<file path="src/uifc_pkg.sv">
// Constants shared by the interrupt, status and FIFO control block of one channel.
//
// Behaviour
// Receive trigger reached raises receive interrupt until below
// Data-ready sets on FIFO push, clears when empty
// Line status bit layout for polling
// Enable bit 0 gates receive-ready interrupt
// Enable bit 1 gates transmit-ready, fires if empty
// Enable bit 2 gates line-status; error timing selectable
// Enable bit 3 gates modem-status interrupt
// Enable bits 7:4 writable only with extended enable
// RTS rising edge under auto RTS interrupts
// CTS rising edge under auto CTS interrupts
// Status read returns highest pending priority code
// Time-out after four characters plus twelve bits
// Transmit ready uses fully empty in half-duplex; the logic does so only with the FIFO enabled, else it uses thr_empty_i
// Wake-up shows no-interrupt code, cleared by status read; the logic only forces status bit 0 high over any pending code
// Clearing of line, receive, time-out, transmit, modem
// Clearing of Xoff, special and flow-control interrupts
// Six-bit status codes by priority
// Status bit 0 low while anything pending
// Status bits 5:4 need extended enable
// Status bits 7:6 mirror FIFO enable
// FIFO enable must accompany other FIFO control bits
// Receive FIFO reset pulse, self-clearing
// Transmit FIFO reset pulse, self-clearing
// Interrupt output high while enabled source pending
// Read clears act after read data latched
package uifc_pkg;
   localparam int ADDR_W = 8;
   localparam int DATA_W = 32;

   localparam logic [7:0] OFF_INT_ENABLE = 8'h00;
   localparam logic [7:0] OFF_INT_STATUS = 8'h04;
   localparam logic [7:0] OFF_FIFO_CONTROL = 8'h08;
   localparam logic [7:0] OFF_LINE_STATUS = 8'h0C;
   localparam logic [7:0] OFF_MODEM_STATUS = 8'h10;
   localparam logic [7:0] OFF_RX_HOLDING = 8'h14;
   localparam logic [7:0] OFF_TX_HOLDING = 8'h18;
   localparam logic [7:0] OFF_EXT_FEATURE = 8'h1C;
   localparam logic [7:0] OFF_EXT_MODE = 8'h20;

   localparam logic [7:0] IER_RST = 8'h00;
   localparam logic [7:0] EFR_RST = 8'h00;
   localparam logic [7:0] EXTENDED_MODE_STATUS_RST = 8'h00;

   localparam int IER_RX = 0;
   localparam int IER_TX = 1;
   localparam int IER_LS = 2;
   localparam int IER_MS = 3;
   localparam int IER_SLEEP = 4;
   localparam int IER_XOFF = 5;
   localparam int IER_RTS = 6;
   localparam int IER_CTS = 7;
   localparam int EFR_EXT = 4;
   localparam int EXTENDED_MODE_STATUS_IMM_ERR = 6;

   localparam int FCR_EN = 0;
   localparam int FCR_RX_RST = 1;
   localparam int FCR_TX_RST = 2;
   localparam int FCR_DMA = 3;
   localparam int FCR_TX_TRIG = 4;
   localparam int FCR_RX_TRIG = 6;

   localparam logic [5:0] CODE_LS = 6'h06;
   localparam logic [5:0] CODE_TO = 6'h0C;
   localparam logic [5:0] CODE_RX = 6'h04;
   localparam logic [5:0] CODE_TX = 6'h02;
   localparam logic [5:0] CODE_MS = 6'h00;
   localparam logic [5:0] CODE_XS = 6'h10;
   localparam logic [5:0] CODE_RC = 6'h20;
   localparam logic [5:0] CODE_NONE = 6'h01;

   localparam int TO_CHARS = 4;
   localparam int TO_EXTRA_BITS = 12;
   localparam int TO_CNT_W = 8;
endpackage : uifc_pkg

</file>
<file path="src/uifc_rx_timer.sv">
// Receive time-out timer counting bit times while the receive FIFO holds data.
`timescale 1ns/10ps
`default_nettype none
module uifc_rx_timer #(
   parameter int CNT_W = uifc_pkg::TO_CNT_W
) (
   input wire logic clk_i,
   input wire logic resetn_i,
   input wire logic bit_tick_i,
   input wire logic [3:0] char_bits_i,
   input wire logic rx_empty_i,
   input wire logic restart_i,
   output logic expire_o
);
   logic [CNT_W-1:0] count;
   logic [CNT_W-1:0] limit;
   logic armed;

   // Four whole characters plus twelve bit times.
   assign limit = CNT_W'(uifc_pkg::TO_CHARS * int'(char_bits_i) + uifc_pkg::TO_EXTRA_BITS);

   // The timer fires once per idle spell; any FIFO activity re-arms it.
   always_ff @(posedge clk_i) begin
      if (!resetn_i) begin
         count <= '0;
         armed <= 1'b1;
         expire_o <= 1'b0;
      end else begin
         expire_o <= 1'b0;
         if (restart_i || rx_empty_i) begin
            count <= '0;
            armed <= 1'b1;
         end else if (bit_tick_i && armed) begin
            if (count + 1'b1 >= limit) begin
               expire_o <= 1'b1;
               armed <= 1'b0;
            end
            count <= count + 1'b1;
         end
      end
   end
endmodule : uifc_rx_timer
`default_nettype wire

</file>
<file path="src/uifc_prio_enc.sv">
// Priority encoder from pending interrupt sources to the six-bit status code.
`timescale 1ns/10ps
`default_nettype none
module uifc_prio_enc (
   input wire logic [6:0] pend_i,
   output logic [5:0] code_o,
   output logic any_o
);
   // Index 0 is the highest priority: line, time-out, receive, transmit,
   // modem, Xoff or special, RTS or CTS.
   always_comb begin
      any_o = |pend_i;
      if (pend_i[0]) begin
         code_o = uifc_pkg::CODE_LS;
      end else if (pend_i[1]) begin
         code_o = uifc_pkg::CODE_TO;
      end else if (pend_i[2]) begin
         code_o = uifc_pkg::CODE_RX;
      end else if (pend_i[3]) begin
         code_o = uifc_pkg::CODE_TX;
      end else if (pend_i[4]) begin
         code_o = uifc_pkg::CODE_MS;
      end else if (pend_i[5]) begin
         code_o = uifc_pkg::CODE_XS;
      end else if (pend_i[6]) begin
         code_o = uifc_pkg::CODE_RC;
      end else begin
         code_o = uifc_pkg::CODE_NONE;
      end
   end
endmodule : uifc_prio_enc
`default_nettype wire

</file>
<file path="src/uifc_top.sv">
// Interrupt enable, prioritised status and FIFO control of one channel, APB slave.
`timescale 1ns/10ps
`default_nettype none
module uifc_top (
   input wire logic clk_i,
   input wire logic resetn_i,
   input wire logic psel_i,
   input wire logic penable_i,
   input wire logic pwrite_i,
   input wire logic [uifc_pkg::ADDR_W-1:0] paddr_i,
   input wire logic [uifc_pkg::DATA_W-1:0] pwdata_i,
   output logic [uifc_pkg::DATA_W-1:0] prdata_o,
   output logic pready_o,
   output logic pslverr_o,
   output logic irq_o,
   input wire logic rx_push_i,
   input wire logic rx_empty_i,
   input wire logic rx_trig_i,
   input wire logic [7:0] rx_data_i,
   input wire logic overrun_i,
   input wire logic [2:0] rx_err_i,
   input wire logic [2:0] head_err_i,
   input wire logic fifo_err_any_i,
   input wire logic thr_empty_i,
   input wire logic tx_trig_i,
   input wire logic tx_fifo_empty_i,
   input wire logic tx_all_empty_i,
   input wire logic half_duplex_i,
   input wire logic [7:0] modem_status_i,
   input wire logic xoff_det_i,
   input wire logic xon_det_i,
   input wire logic special_det_i,
   input wire logic rts_rise_i,
   input wire logic cts_rise_i,
   input wire logic auto_rts_i,
   input wire logic auto_cts_i,
   input wire logic wake_i,
   input wire logic bit_tick_i,
   input wire logic [3:0] char_bits_i,
   output logic fifo_en_o,
   output logic dma_mode_o,
   output logic [1:0] rx_trig_sel_o,
   output logic [1:0] tx_trig_sel_o,
   output logic rx_fifo_rst_o,
   output logic tx_fifo_rst_o,
   output logic rx_pop_o,
   output logic tx_push_o,
   output logic [7:0] tx_data_o,
   output logic ms_rd_o,
   output logic sleep_en_o
);
   ////////////////////////////////////////////////////////////////////////////
   // Bus decode.

   logic [7:0] int_enable;
   logic [7:0] ext_feature;
   logic [7:0] ext_mode;
   logic ext_on;
   logic access;
   logic done;
   logic wr_done;
   logic rd_done;
   logic hit;
   logic [7:0] status_byte;
   logic [7:0] line_byte;
   logic [5:0] code;
   logic any_pend;
   logic [6:0] pend;
   logic data_ready;
   logic overrun;
   logic ls_pend;
   logic to_pend;
   logic tx_pend;
   logic xs_pend;
   logic xs_special;
   logic rc_pend;
   logic wake_pend;
   logic tx_cond;
   logic tx_cond_q;
   logic to_expire;
   logic [31:0] next_rdata;

   assign ext_on = ext_feature[uifc_pkg::EFR_EXT];
   assign access = psel_i && penable_i;
   // One wait state: the answer comes on the second access cycle.
   assign done = access && pready_o;
   assign wr_done = done && pwrite_i;
   assign rd_done = done && !pwrite_i;

   function automatic logic is_at(input logic [7:0] a, input logic [7:0] off);
      return a == off;
   endfunction : is_at

   always_comb begin
      hit = 1'b1;
      next_rdata = '0;
      if (is_at(paddr_i, uifc_pkg::OFF_INT_ENABLE)) begin
         next_rdata = {24'h000000, int_enable};
      end else if (is_at(paddr_i, uifc_pkg::OFF_INT_STATUS)) begin
         next_rdata = {24'h000000, status_byte};
      end else if (is_at(paddr_i, uifc_pkg::OFF_FIFO_CONTROL)) begin
         next_rdata = '0;
      end else if (is_at(paddr_i, uifc_pkg::OFF_LINE_STATUS)) begin
         next_rdata = {24'h000000, line_byte};
      end else if (is_at(paddr_i, uifc_pkg::OFF_MODEM_STATUS)) begin
         next_rdata = {24'h000000, modem_status_i};
      end else if (is_at(paddr_i, uifc_pkg::OFF_RX_HOLDING)) begin
         next_rdata = {24'h000000, rx_data_i};
      end else if (is_at(paddr_i, uifc_pkg::OFF_TX_HOLDING)) begin
         next_rdata = '0;
      end else if (is_at(paddr_i, uifc_pkg::OFF_EXT_FEATURE)) begin
         next_rdata = {24'h000000, ext_feature};
      end else if (is_at(paddr_i, uifc_pkg::OFF_EXT_MODE)) begin
         next_rdata = {24'h000000, ext_mode};
      end else begin
         hit = 1'b0;
      end
   end

   // Read data is captured one edge before the completing edge, so any
   // clear caused by the read lands after the host has its value.
   always_ff @(posedge clk_i) begin
      if (!resetn_i) begin
         pready_o <= 1'b0;
         pslverr_o <= 1'b0;
         prdata_o <= '0;
      end else begin
         pready_o <= access && !pready_o;
         if (access && !pready_o) begin
            prdata_o <= pwrite_i ? '0 : next_rdata;
            pslverr_o <= !hit;
         end else begin
            pslverr_o <= 1'b0;
         end
      end
   end

   logic wr_ier;
   logic wr_fcr;
   logic rd_isr;
   logic rd_lsr;
   logic rd_msr;
   logic rd_rhr;
   logic wr_thr;
   assign wr_ier = wr_done && is_at(paddr_i, uifc_pkg::OFF_INT_ENABLE);
   assign wr_fcr = wr_done && is_at(paddr_i, uifc_pkg::OFF_FIFO_CONTROL);
   assign wr_thr = wr_done && is_at(paddr_i, uifc_pkg::OFF_TX_HOLDING);
   assign rd_isr = rd_done && is_at(paddr_i, uifc_pkg::OFF_INT_STATUS);
   assign rd_lsr = rd_done && is_at(paddr_i, uifc_pkg::OFF_LINE_STATUS);
   assign rd_msr = rd_done && is_at(paddr_i, uifc_pkg::OFF_MODEM_STATUS);
   assign rd_rhr = rd_done && is_at(paddr_i, uifc_pkg::OFF_RX_HOLDING);

   ////////////////////////////////////////////////////////////////////////////
   // Control registers.

   always_ff @(posedge clk_i) begin
      if (!resetn_i) begin
         int_enable <= uifc_pkg::IER_RST;
         ext_feature <= uifc_pkg::EFR_RST;
         ext_mode <= uifc_pkg::EXTENDED_MODE_STATUS_RST;
      end else begin
         if (wr_ier) begin
            int_enable[3:0] <= pwdata_i[3:0];
            if (ext_on) begin
               int_enable[7:4] <= pwdata_i[7:4];
            end
         end
         if (wr_done && is_at(paddr_i, uifc_pkg::OFF_EXT_FEATURE)) begin
            ext_feature <= pwdata_i[7:0];
         end
         if (wr_done && is_at(paddr_i, uifc_pkg::OFF_EXT_MODE)) begin
            ext_mode <= pwdata_i[7:0];
         end
      end
   end

   always_ff @(posedge clk_i) begin
      if (!resetn_i) begin
         fifo_en_o <= 1'b0;
         dma_mode_o <= 1'b0;
         rx_trig_sel_o <= 2'h0;
         tx_trig_sel_o <= 2'h0;
         rx_fifo_rst_o <= 1'b0;
         tx_fifo_rst_o <= 1'b0;
      end else begin
         rx_fifo_rst_o <= 1'b0;
         tx_fifo_rst_o <= 1'b0;
         if (wr_fcr) begin
            fifo_en_o <= pwdata_i[uifc_pkg::FCR_EN];
            // Without the enable bit the rest of the byte is dropped.
            if (pwdata_i[uifc_pkg::FCR_EN]) begin
               rx_fifo_rst_o <= pwdata_i[uifc_pkg::FCR_RX_RST];
               tx_fifo_rst_o <= pwdata_i[uifc_pkg::FCR_TX_RST];
               dma_mode_o <= pwdata_i[uifc_pkg::FCR_DMA];
               rx_trig_sel_o <= pwdata_i[uifc_pkg::FCR_RX_TRIG +: 2];
               if (ext_on) begin
                  tx_trig_sel_o <= pwdata_i[uifc_pkg::FCR_TX_TRIG +: 2];
               end
            end
         end
      end
   end

   always_ff @(posedge clk_i) begin
      if (!resetn_i) begin
         rx_pop_o <= 1'b0;
         tx_push_o <= 1'b0;
         tx_data_o <= 8'h00;
         ms_rd_o <= 1'b0;
         sleep_en_o <= 1'b0;
      end else begin
         rx_pop_o <= rd_rhr;
         tx_push_o <= wr_thr;
         ms_rd_o <= rd_msr;
         sleep_en_o <= int_enable[uifc_pkg::IER_SLEEP] && ext_on;
         if (wr_thr) begin
            tx_data_o <= pwdata_i[7:0];
         end
      end
   end

   ////////////////////////////////////////////////////////////////////////////
   // Line status.

   always_ff @(posedge clk_i) begin
      if (!resetn_i) begin
         data_ready <= 1'b0;
      end else if (rx_push_i) begin
         data_ready <= 1'b1;
      end else if (rx_empty_i) begin
         data_ready <= 1'b0;
      end
   end

   always_ff @(posedge clk_i) begin
      if (!resetn_i) begin
         overrun <= 1'b0;
      end else if (overrun_i) begin
         overrun <= 1'b1;
      end else if (rd_lsr) begin
         overrun <= 1'b0;
      end
   end

   assign line_byte = {fifo_err_any_i, tx_all_empty_i, thr_empty_i, head_err_i,
                       overrun, data_ready};

   // Byte errors interrupt when the bad byte is read out, or at once on request; overrun always interrupts at once.
   always_ff @(posedge clk_i) begin
      if (!resetn_i) begin
         ls_pend <= 1'b0;
      end else if (overrun_i || (rx_push_i && ext_mode[uifc_pkg::EXTENDED_MODE_STATUS_IMM_ERR] && |rx_err_i)
                   || (rd_rhr && !ext_mode[uifc_pkg::EXTENDED_MODE_STATUS_IMM_ERR] && |head_err_i)) begin
         ls_pend <= 1'b1;
      end else if (rd_lsr) begin
         ls_pend <= 1'b0;
      end
   end

   ////////////////////////////////////////////////////////////////////////////
   // Sticky sources.

   uifc_rx_timer u_timer (
      .clk_i(clk_i),
      .resetn_i(resetn_i),
      .bit_tick_i(bit_tick_i),
      .char_bits_i(char_bits_i),
      .rx_empty_i(rx_empty_i),
      .restart_i(rx_push_i || rd_rhr),
      .expire_o(to_expire)
   );

   always_ff @(posedge clk_i) begin
      if (!resetn_i) begin
         to_pend <= 1'b0;
      end else if (to_expire) begin
         to_pend <= 1'b1;
      end else if (rd_rhr) begin
         to_pend <= 1'b0;
      end
   end

   always_comb begin
      if (!fifo_en_o) begin
         tx_cond = thr_empty_i;
      end else if (half_duplex_i) begin
         tx_cond = tx_all_empty_i;
      end else begin
         tx_cond = tx_trig_i || tx_fifo_empty_i;
      end
   end

   // Edge of the ready condition, or the enable turned on while already ready.
   always_ff @(posedge clk_i) begin
      if (!resetn_i) begin
         tx_cond_q <= 1'b0;
         tx_pend <= 1'b0;
      end else begin
         tx_cond_q <= tx_cond;
         if ((tx_cond && !tx_cond_q)
             || (wr_ier && pwdata_i[uifc_pkg::IER_TX] && !int_enable[uifc_pkg::IER_TX]
                 && tx_cond)) begin
            tx_pend <= 1'b1;
         end else if (wr_thr || (rd_isr && code == uifc_pkg::CODE_TX)) begin
            tx_pend <= 1'b0;
         end
      end
   end

   always_ff @(posedge clk_i) begin
      if (!resetn_i) begin
         xs_pend <= 1'b0;
         xs_special <= 1'b0;
      end else if (xoff_det_i || special_det_i) begin
         xs_pend <= 1'b1;
         xs_special <= special_det_i;
      end else if ((rd_isr && code == uifc_pkg::CODE_XS) || (xon_det_i && !xs_special)
                   || (rx_push_i && xs_special)) begin
         xs_pend <= 1'b0;
      end
   end

   always_ff @(posedge clk_i) begin
      if (!resetn_i) begin
         rc_pend <= 1'b0;
      end else if ((rts_rise_i && auto_rts_i && int_enable[uifc_pkg::IER_RTS])
                   || (cts_rise_i && auto_cts_i && int_enable[uifc_pkg::IER_CTS])) begin
         rc_pend <= 1'b1;
      end else if (rd_msr) begin
         rc_pend <= 1'b0;
      end
   end

   always_ff @(posedge clk_i) begin
      if (!resetn_i) begin
         wake_pend <= 1'b0;
      end else if (wake_i) begin
         wake_pend <= 1'b1;
      end else if (rd_isr) begin
         wake_pend <= 1'b0;
      end
   end

   ////////////////////////////////////////////////////////////////////////////
   // Priority and interrupt output.

   assign pend[0] = ls_pend && int_enable[uifc_pkg::IER_LS];
   assign pend[1] = to_pend && int_enable[uifc_pkg::IER_RX];
   assign pend[2] = int_enable[uifc_pkg::IER_RX]
                    && (fifo_en_o ? rx_trig_i : !rx_empty_i);
   assign pend[3] = tx_pend && int_enable[uifc_pkg::IER_TX];
   assign pend[4] = |modem_status_i[3:0] && int_enable[uifc_pkg::IER_MS];
   assign pend[5] = xs_pend && ext_on && int_enable[uifc_pkg::IER_XOFF];
   assign pend[6] = rc_pend && ext_on;

   uifc_prio_enc u_prio (
      .pend_i(pend),
      .code_o(code),
      .any_o(any_pend)
   );

   // Leaving sleep forces bit 0 high until the host reads the status once.
   assign status_byte = {fifo_en_o, fifo_en_o, code[5:1], code[0] || wake_pend};

   always_ff @(posedge clk_i) begin
      if (!resetn_i) begin
         irq_o <= 1'b0;
      end else begin
         irq_o <= any_pend;
      end
   end
endmodule : uifc_top
`default_nettype wire

</file>
<file path="config.mk">
export PLATFORM = sky130hd
export DESIGN_NAME = uifc_top
export DESIGN_NICKNAME = d
export VERILOG_FILES = /design/src/uifc_pkg.sv /design/src/uifc_rx_timer.sv /design/src/uifc_prio_enc.sv /design/src/uifc_top.sv
export SDC_FILE = /design/constraint.sdc
export NUM_CORES = 1
export LEC_CHECK = 0
export ABC_AREA = 1
export BUFFER_PORTS_ARGS = -buffer_cell sky130_fd_sc_hd__buf_2
export CAP_MARGIN = 30
export CORE_MARGIN = 4
export CORE_UTILIZATION = 54
export DETAILED_ROUTE_END_ITERATION = 12
export PLACE_DENSITY = 0.86
export SLEW_MARGIN = 40
export SYNTH_ARGS = -nofsm -noshare
export SYNTH_HDL_FRONTEND = slang
export SYNTH_SLANG_ARGS = --single-unit
</file>
<file path="constraint.sdc">
create_clock -name clk_i -period 4 [get_ports clk_i]
set_clock_uncertainty 0.2 [all_clocks]
set_input_delay 0.8 -clock clk_i [delete_from_list [all_inputs] [get_ports clk_i]]
set_output_delay 0.8 -clock clk_i [all_outputs]
set_load 0.02 [all_outputs]
</file>
# Word-level counts from Yosys, hierarchy flattened
# Index checks and enable logic that the tools add are counted.
op_classes:
  n_mux: 45
  n_lt_le_gt_ge: 1
  eq_ne: 10
  reduce_logical: 81
  n_bitwise: 2
  add_sub_neg: 2
op_table:
  columns: ["cell", "count"]
  rows:
  - ["$mux W8", 9]
  - ["$mux W6", 7]
  - ["$logic_and A1 B1 Y1", 40]
  - ["$eq A8 B5 Y1 const B", 4]
  - ["$mux W32", 1]
  - ["$mux W1", 28]
  - ["$eq A8 B4 Y1 const B", 2]
  - ["$reduce_bool A2 Y1", 8]
  - ["$logic_or A1 B1 Y1", 12]
  - ["$reduce_or A3 Y1", 3]
  - ["$add A8 B1 Y8 const B", 1]
  - ["$eq A8 B3 Y1 const B", 1]
  - ["$eq A8 B6 Y1 const B", 1]
  - ["$ge A8 B8 Y1", 1]
  - ["$logic_not A1 Y1", 8]
  - ["$logic_not A8 Y1", 1]
  - ["$reduce_and A2 Y1", 4]
  - ["$add A6 B4 Y7 const B", 1]
  - ["$reduce_or A7 Y1", 1]
  - ["$eq A6 B2 Y1 const B", 1]
  - ["$eq A6 B5 Y1 const B", 1]
  - ["$reduce_and A3 Y1", 2]
  - ["$reduce_or A4 Y1", 1]
  - ["$not A1 Y1", 2]
  - ["$reduce_or A2 Y1", 1]
word_totals:
  input_bits: 90
  regBits: 99

# Longest topological paths before layout
depth:
  ltp_word: 14
  ltp_mapped: 13
  mapped_depth_nobuf: 13

# Modules after synthesis
# From an unflattened synthesis, not the netlist that was laid out.
hier_totals:
  cells_unflattened: 606
  hier_area_um2: 4126.5
by_module_without_submodules:
  columns: ["module", "cells_each", "n_inst", "area_each_um2"]
  rows:
  - ["uifc_top", 488, 1, 3357.0]
  - ["uifc_rx_timer", 92, 1, 668.1]
  - ["uifc_prio_enc", 26, 1, 101.3]

# Worst setup path after synthesis
# No wires, ideal clock.
synth_path:
  path_type: "input port to flip-flop"
  from: "input port char_bits_i[0]"
  to: "register u_timer.armed"
  setup_slack_ps: 1794
  stages: 10
  required_ps: 3730
  setup_time_ps: 70
  arrival_ps: 1936
  path_cell_list: "inv_1 > ha_1 > ha_1 > a21oi_1 > nor2_1 > o21ai_0 > nand2_1 > nand2_1 > nand2_1 > a21oi_1"
synth_between:
  elab_chain_len: 3
synth_lines:
  columns: ["item", "line_no", "text"]
  rows:
  - ["start, declared", "uifc_top.sv:39", "input wire logic [3:0] char_bits_i,"]
  - ["$add A6 B4 Y7", "uifc_rx_timer.sv:20", "assign limit = CNT_W'(uifc_pkg::TO_CHARS * int'(char_bits_i) + uifc_pkg::TO_EXTRA_BITS);"]
  - ["$ge A8 B8 Y1", "uifc_rx_timer.sv:34", "if (count + 1'b1 >= limit) begin"]
  - ["$reduce_and A2 Y1 (no source line)", null, null]
  - ["end signal, assigned", "uifc_rx_timer.sv:26", "armed <= 1'b1;"]
  - ["end signal, assigned", "uifc_rx_timer.sv:32", "armed <= 1'b1;"]
  - ["end signal, assigned", "uifc_rx_timer.sv:36", "armed <= 1'b0;"]
  - ["end, declared", "uifc_rx_timer.sv:17", "logic armed;"]
# No other way between the ends.
# A chain may end at the register's enable or synchronous reset.

# Worst setup path after layout
layout_path:
  from: "input port resetn_i"
  to: "register u_timer.expire_o"
layout_between:
  elab_chain_len: 2
layout_lines:
  columns: ["item", "line_no", "text"]
  rows:
  - ["start, declared", "uifc_top.sv:6", "input wire logic resetn_i,"]
  - ["$not A1 Y1 (no source line)", null, null]
  - ["$reduce_or A3 Y1 (no source line)", null, null]
  - ["end signal, assigned", "uifc_rx_timer.sv:27", "expire_o <= 1'b0;"]
  - ["end signal, assigned", "uifc_rx_timer.sv:29", "expire_o <= 1'b0;"]
  - ["end signal, assigned", "uifc_rx_timer.sv:35", "expire_o <= 1'b1;"]
  - ["end, declared", "uifc_rx_timer.sv:13", "output logic expire_o"]
# No other way between the ends.

==> results_dict.tcl <==
set metrics [dict create \
    ant_nets 0 \
    power_switching_uw 394.0 \
    via_count 4046 \
    cts_root_buffer "clkbuf_8" \
    arrival_ns 2.48 \
    grt_overflow_total 0 \
    grt_max_degree 33 \
    critPathKind "input port to flop" \
    placed_area_um2 4452 \
    io_buffers 96 \
    worstHoldPathType "flop to flop" \
    whs_endpoint "to_pend" \
    netlist_top_cells_count "nand2_1 (104), dfxtp_1 (75), nand3_1 (61)" \
    cts_resized 0 \
    synth_compound_area_share_pct 15.85 \
    fp.dieArea_um2 8887 \
    synth-xor-area-share_pct 1.743 \
    drt_iter0_markers 282 \
    ys_async_sr_fraction_pct 0 \
    setup_violations 0 \
    synth_cells 561 \
    ys_seq_area_share_pct 37.36 \
    tritoncts "yes" \
    netSwitchingFraction_pct 25.44 \
    yosys.area_share.simple_pct 29.95 \
    min_path_cells 2 \
    grt_pass1_vias 3743 \
    synth_cell_types 41 \
    yosysTopAreaCell "dfxtp_1" \
    finalPower_mw 1.548 \
    synthMuxAreaShare_pct 0 \
    end_kind "flop" \
    synth_most_common_cell "nand2_1" \
    synth-seq-cells 75 \
    clk_latency_ns 0.34 \
    synthAdderAreaFrac_pct 2.179 \
    chipWidth_um 94.27 \
    path_clk_slew_ns 0.08 \
    slew_viol_final 0 \
    vias_per_cell 5.331 \
    hold_viol 0 \
    cts_setup_buffers 0 \
    pwr-share-clk_pct 41.9 \
    peakVddDrop_v 0.0003603 \
    dp.cells 743 \
    status "complete, no violations" \
    postCtsHoldBufs 0 \
    antenna_found_initial 0 \
    num-fill-cells 630 \
    critPathRequiredTime_ns 4.07 \
    worstReg2RegEnd "u_timer.armed" \
    dr.pass1.iters 5 \
    stdcell_area_um2 4674 \
    powerDensity_nw_per_um2 331.3 \
    wirelength_um 10550 \
    std_cell_rows 31 \
    start_util_pct 55.41 \
    fin_crit_sh_pct 60.22 \
    clock_path_buffers 2 \
    rsz0062_at_grt "no" \
    r2r-start "u_timer.count[0]" \
    fin_nets 752 \
    crit_path_start_kind "input port" \
    clkSinkCount 75 \
    drcViolationCount 0 \
    rrSetupSlack_ns 1.82 \
    p_int_mw 1.154 \
    wire_per_inst_um 13.90 \
    tightest_slew_ns 0.6233 \
    synth_flop_cell "dfxtp_1" \
    gp_congestion 0.9007 \
    p_leak_nw 2.224 \
    fin_cells 759 \
    htree_levels 3 \
    syn_area_um2 4019 \
    die_y_um 94.27 \
    min_from "u_timer.expire_o" \
    p_seq_share_pct 48.9 \
    relSlewSlack_pct 58.40 \
    maxCapViolations 0 \
    core_um2 7253 \
    timing.fmax_mhz 415.1 \
    r2r_cells 13 \
    fin_util_pct 64.45 \
    layout-drive-gt1-share_pct 23.94 \
    fin_tns_setup_ns 0 \
    syn_to_final_growth_pct 16.31 \
    worstPathMaxFanout 32 \
    synth_edf_count 0 \
    grt_usage_pct 23.77 \
    num_antenna_cells 0 \
    syn_avg_cell_area_um2 7.164 \
    synth_top_area_share_pct 37.36 \
    hpwl_um 8216 \
    synth_top_family_by_area "simple AND/OR/NAND/NOR gates" \
    layout_min_cycle_time_ns 2.409 \
    p_comb_share_pct 9.2 \
    cts_buffers 9 \
    grt_pass1_wl_um 16550 \
    yosys-top-cells-area "dfxtp_1 (37%), nand2_1 (9.7%), nand3_1 (7.6%), a21oi_1 (6.7%), buf_4 (5.2%)" \
    io_pins 145 \
    ys_warn_count 0 \
]
-- worst max path at each step --
stage | depth (start not counted) | endpoint | from
after CTS | 6 | u_timer.expire_o | resetn_i
after floorplan | 10 | u_timer.armed | char_bits_i[0]
after global routing | 6 | u_timer.expire_o | resetn_i
after detailed placement | 6 | u_timer.expire_o | resetn_i
after global placement | 6 | u_timer.expire_o | resetn_i
final | 6 | u_timer.expire_o | resetn_i
-- critical path, cell delays in order --
cell,delay [ns]
buf_2,0.41
inv_1,0.44
nor3_1,0.28
nand2_2,0.20
nor2_1,0.16
a21boi_0,0.18
-- power by group through the flow --
| stage | combinational [mW] | sequential (mW) | clock [mW] |
|---|---|---|---|
| final | 0.142 | 0.758 | 0.648 |
| after global routing | 0.156 | 0.759 | 0.691 |
| after CTS | 0.141 | 0.758 | 0.656 |
| after detailed placement | 0.140 | 0.775 | 0 |
| after global placement | 0.135 | 0.775 | 0 |
| after floorplan | 0.0997 | 0.775 | 0 |
-- state kept, by name, indices dropped and copies added, names as in the netlist, 2 cells and up --
signal / count
u_timer.count: 8
rx_trig_sel_o: 2
ext_feature: 8
tx_trig_sel_o: 2
ext_mode: 8
int_enable: 8
tx_data_o: 8
prdata_o: 8
-- stage by stage --
step	hold WS [ns]	worst slack (ns)
after floorplan	0.2130	1.794
after global placement	0.2203	1.337
after detailed placement	0.2365	1.269
after CTS	0.2552	1.619
after global routing	0.2742	1.380
final	0.2497	1.591
-- per-layer routing --
metal	wire length (um)	vias to the layer above	GRT usage [%]
li1	-	1969	-
met1	4134	1831	27.82
met2	5123	205	41.55
met3	907	41	4.087
met4	387	0	11.79
met5	0	-	0
-- area by class of cell --
cell class                 count  area (um2)  area share [%]
clock buffer                   9       123.9           2.650
clock inverter                 7       98.84           2.115
inverter                      64       242.7           5.193
multi-input combinational    407        2088           44.67
sequential                    75        1501           32.12
tap                           99       123.9           2.650
timing repair buffer          98       495.5           10.60
-- cells by family after synthesis --
| kind of cell | Yosys count |
|---|---|
| other | 1 |
| flip-flops | 75 |
| XOR/XNOR | 8 |
| adder cells (fa/ha/maj) | 7 |
| AND/OR/NAND/NOR | 254 |
| buffers and inverters | 102 |
| AO/OA/AOI/OAI | 114 |
-- placed cells by master, fill, tap and decap left out, types with 9 or more instances in the layout --
cell and instances:
buf_2 96, nor2_4 9, o21ai_0 23, inv_1 54, nand3_1 61, a21oi_1 54
o21ai_1 13, conb_1 24, nor2_1 51, nand2_1 104, clkbuf_8 9, nand2_2 10
dfxtp_1 75
(Power assumes the default switching activity.)
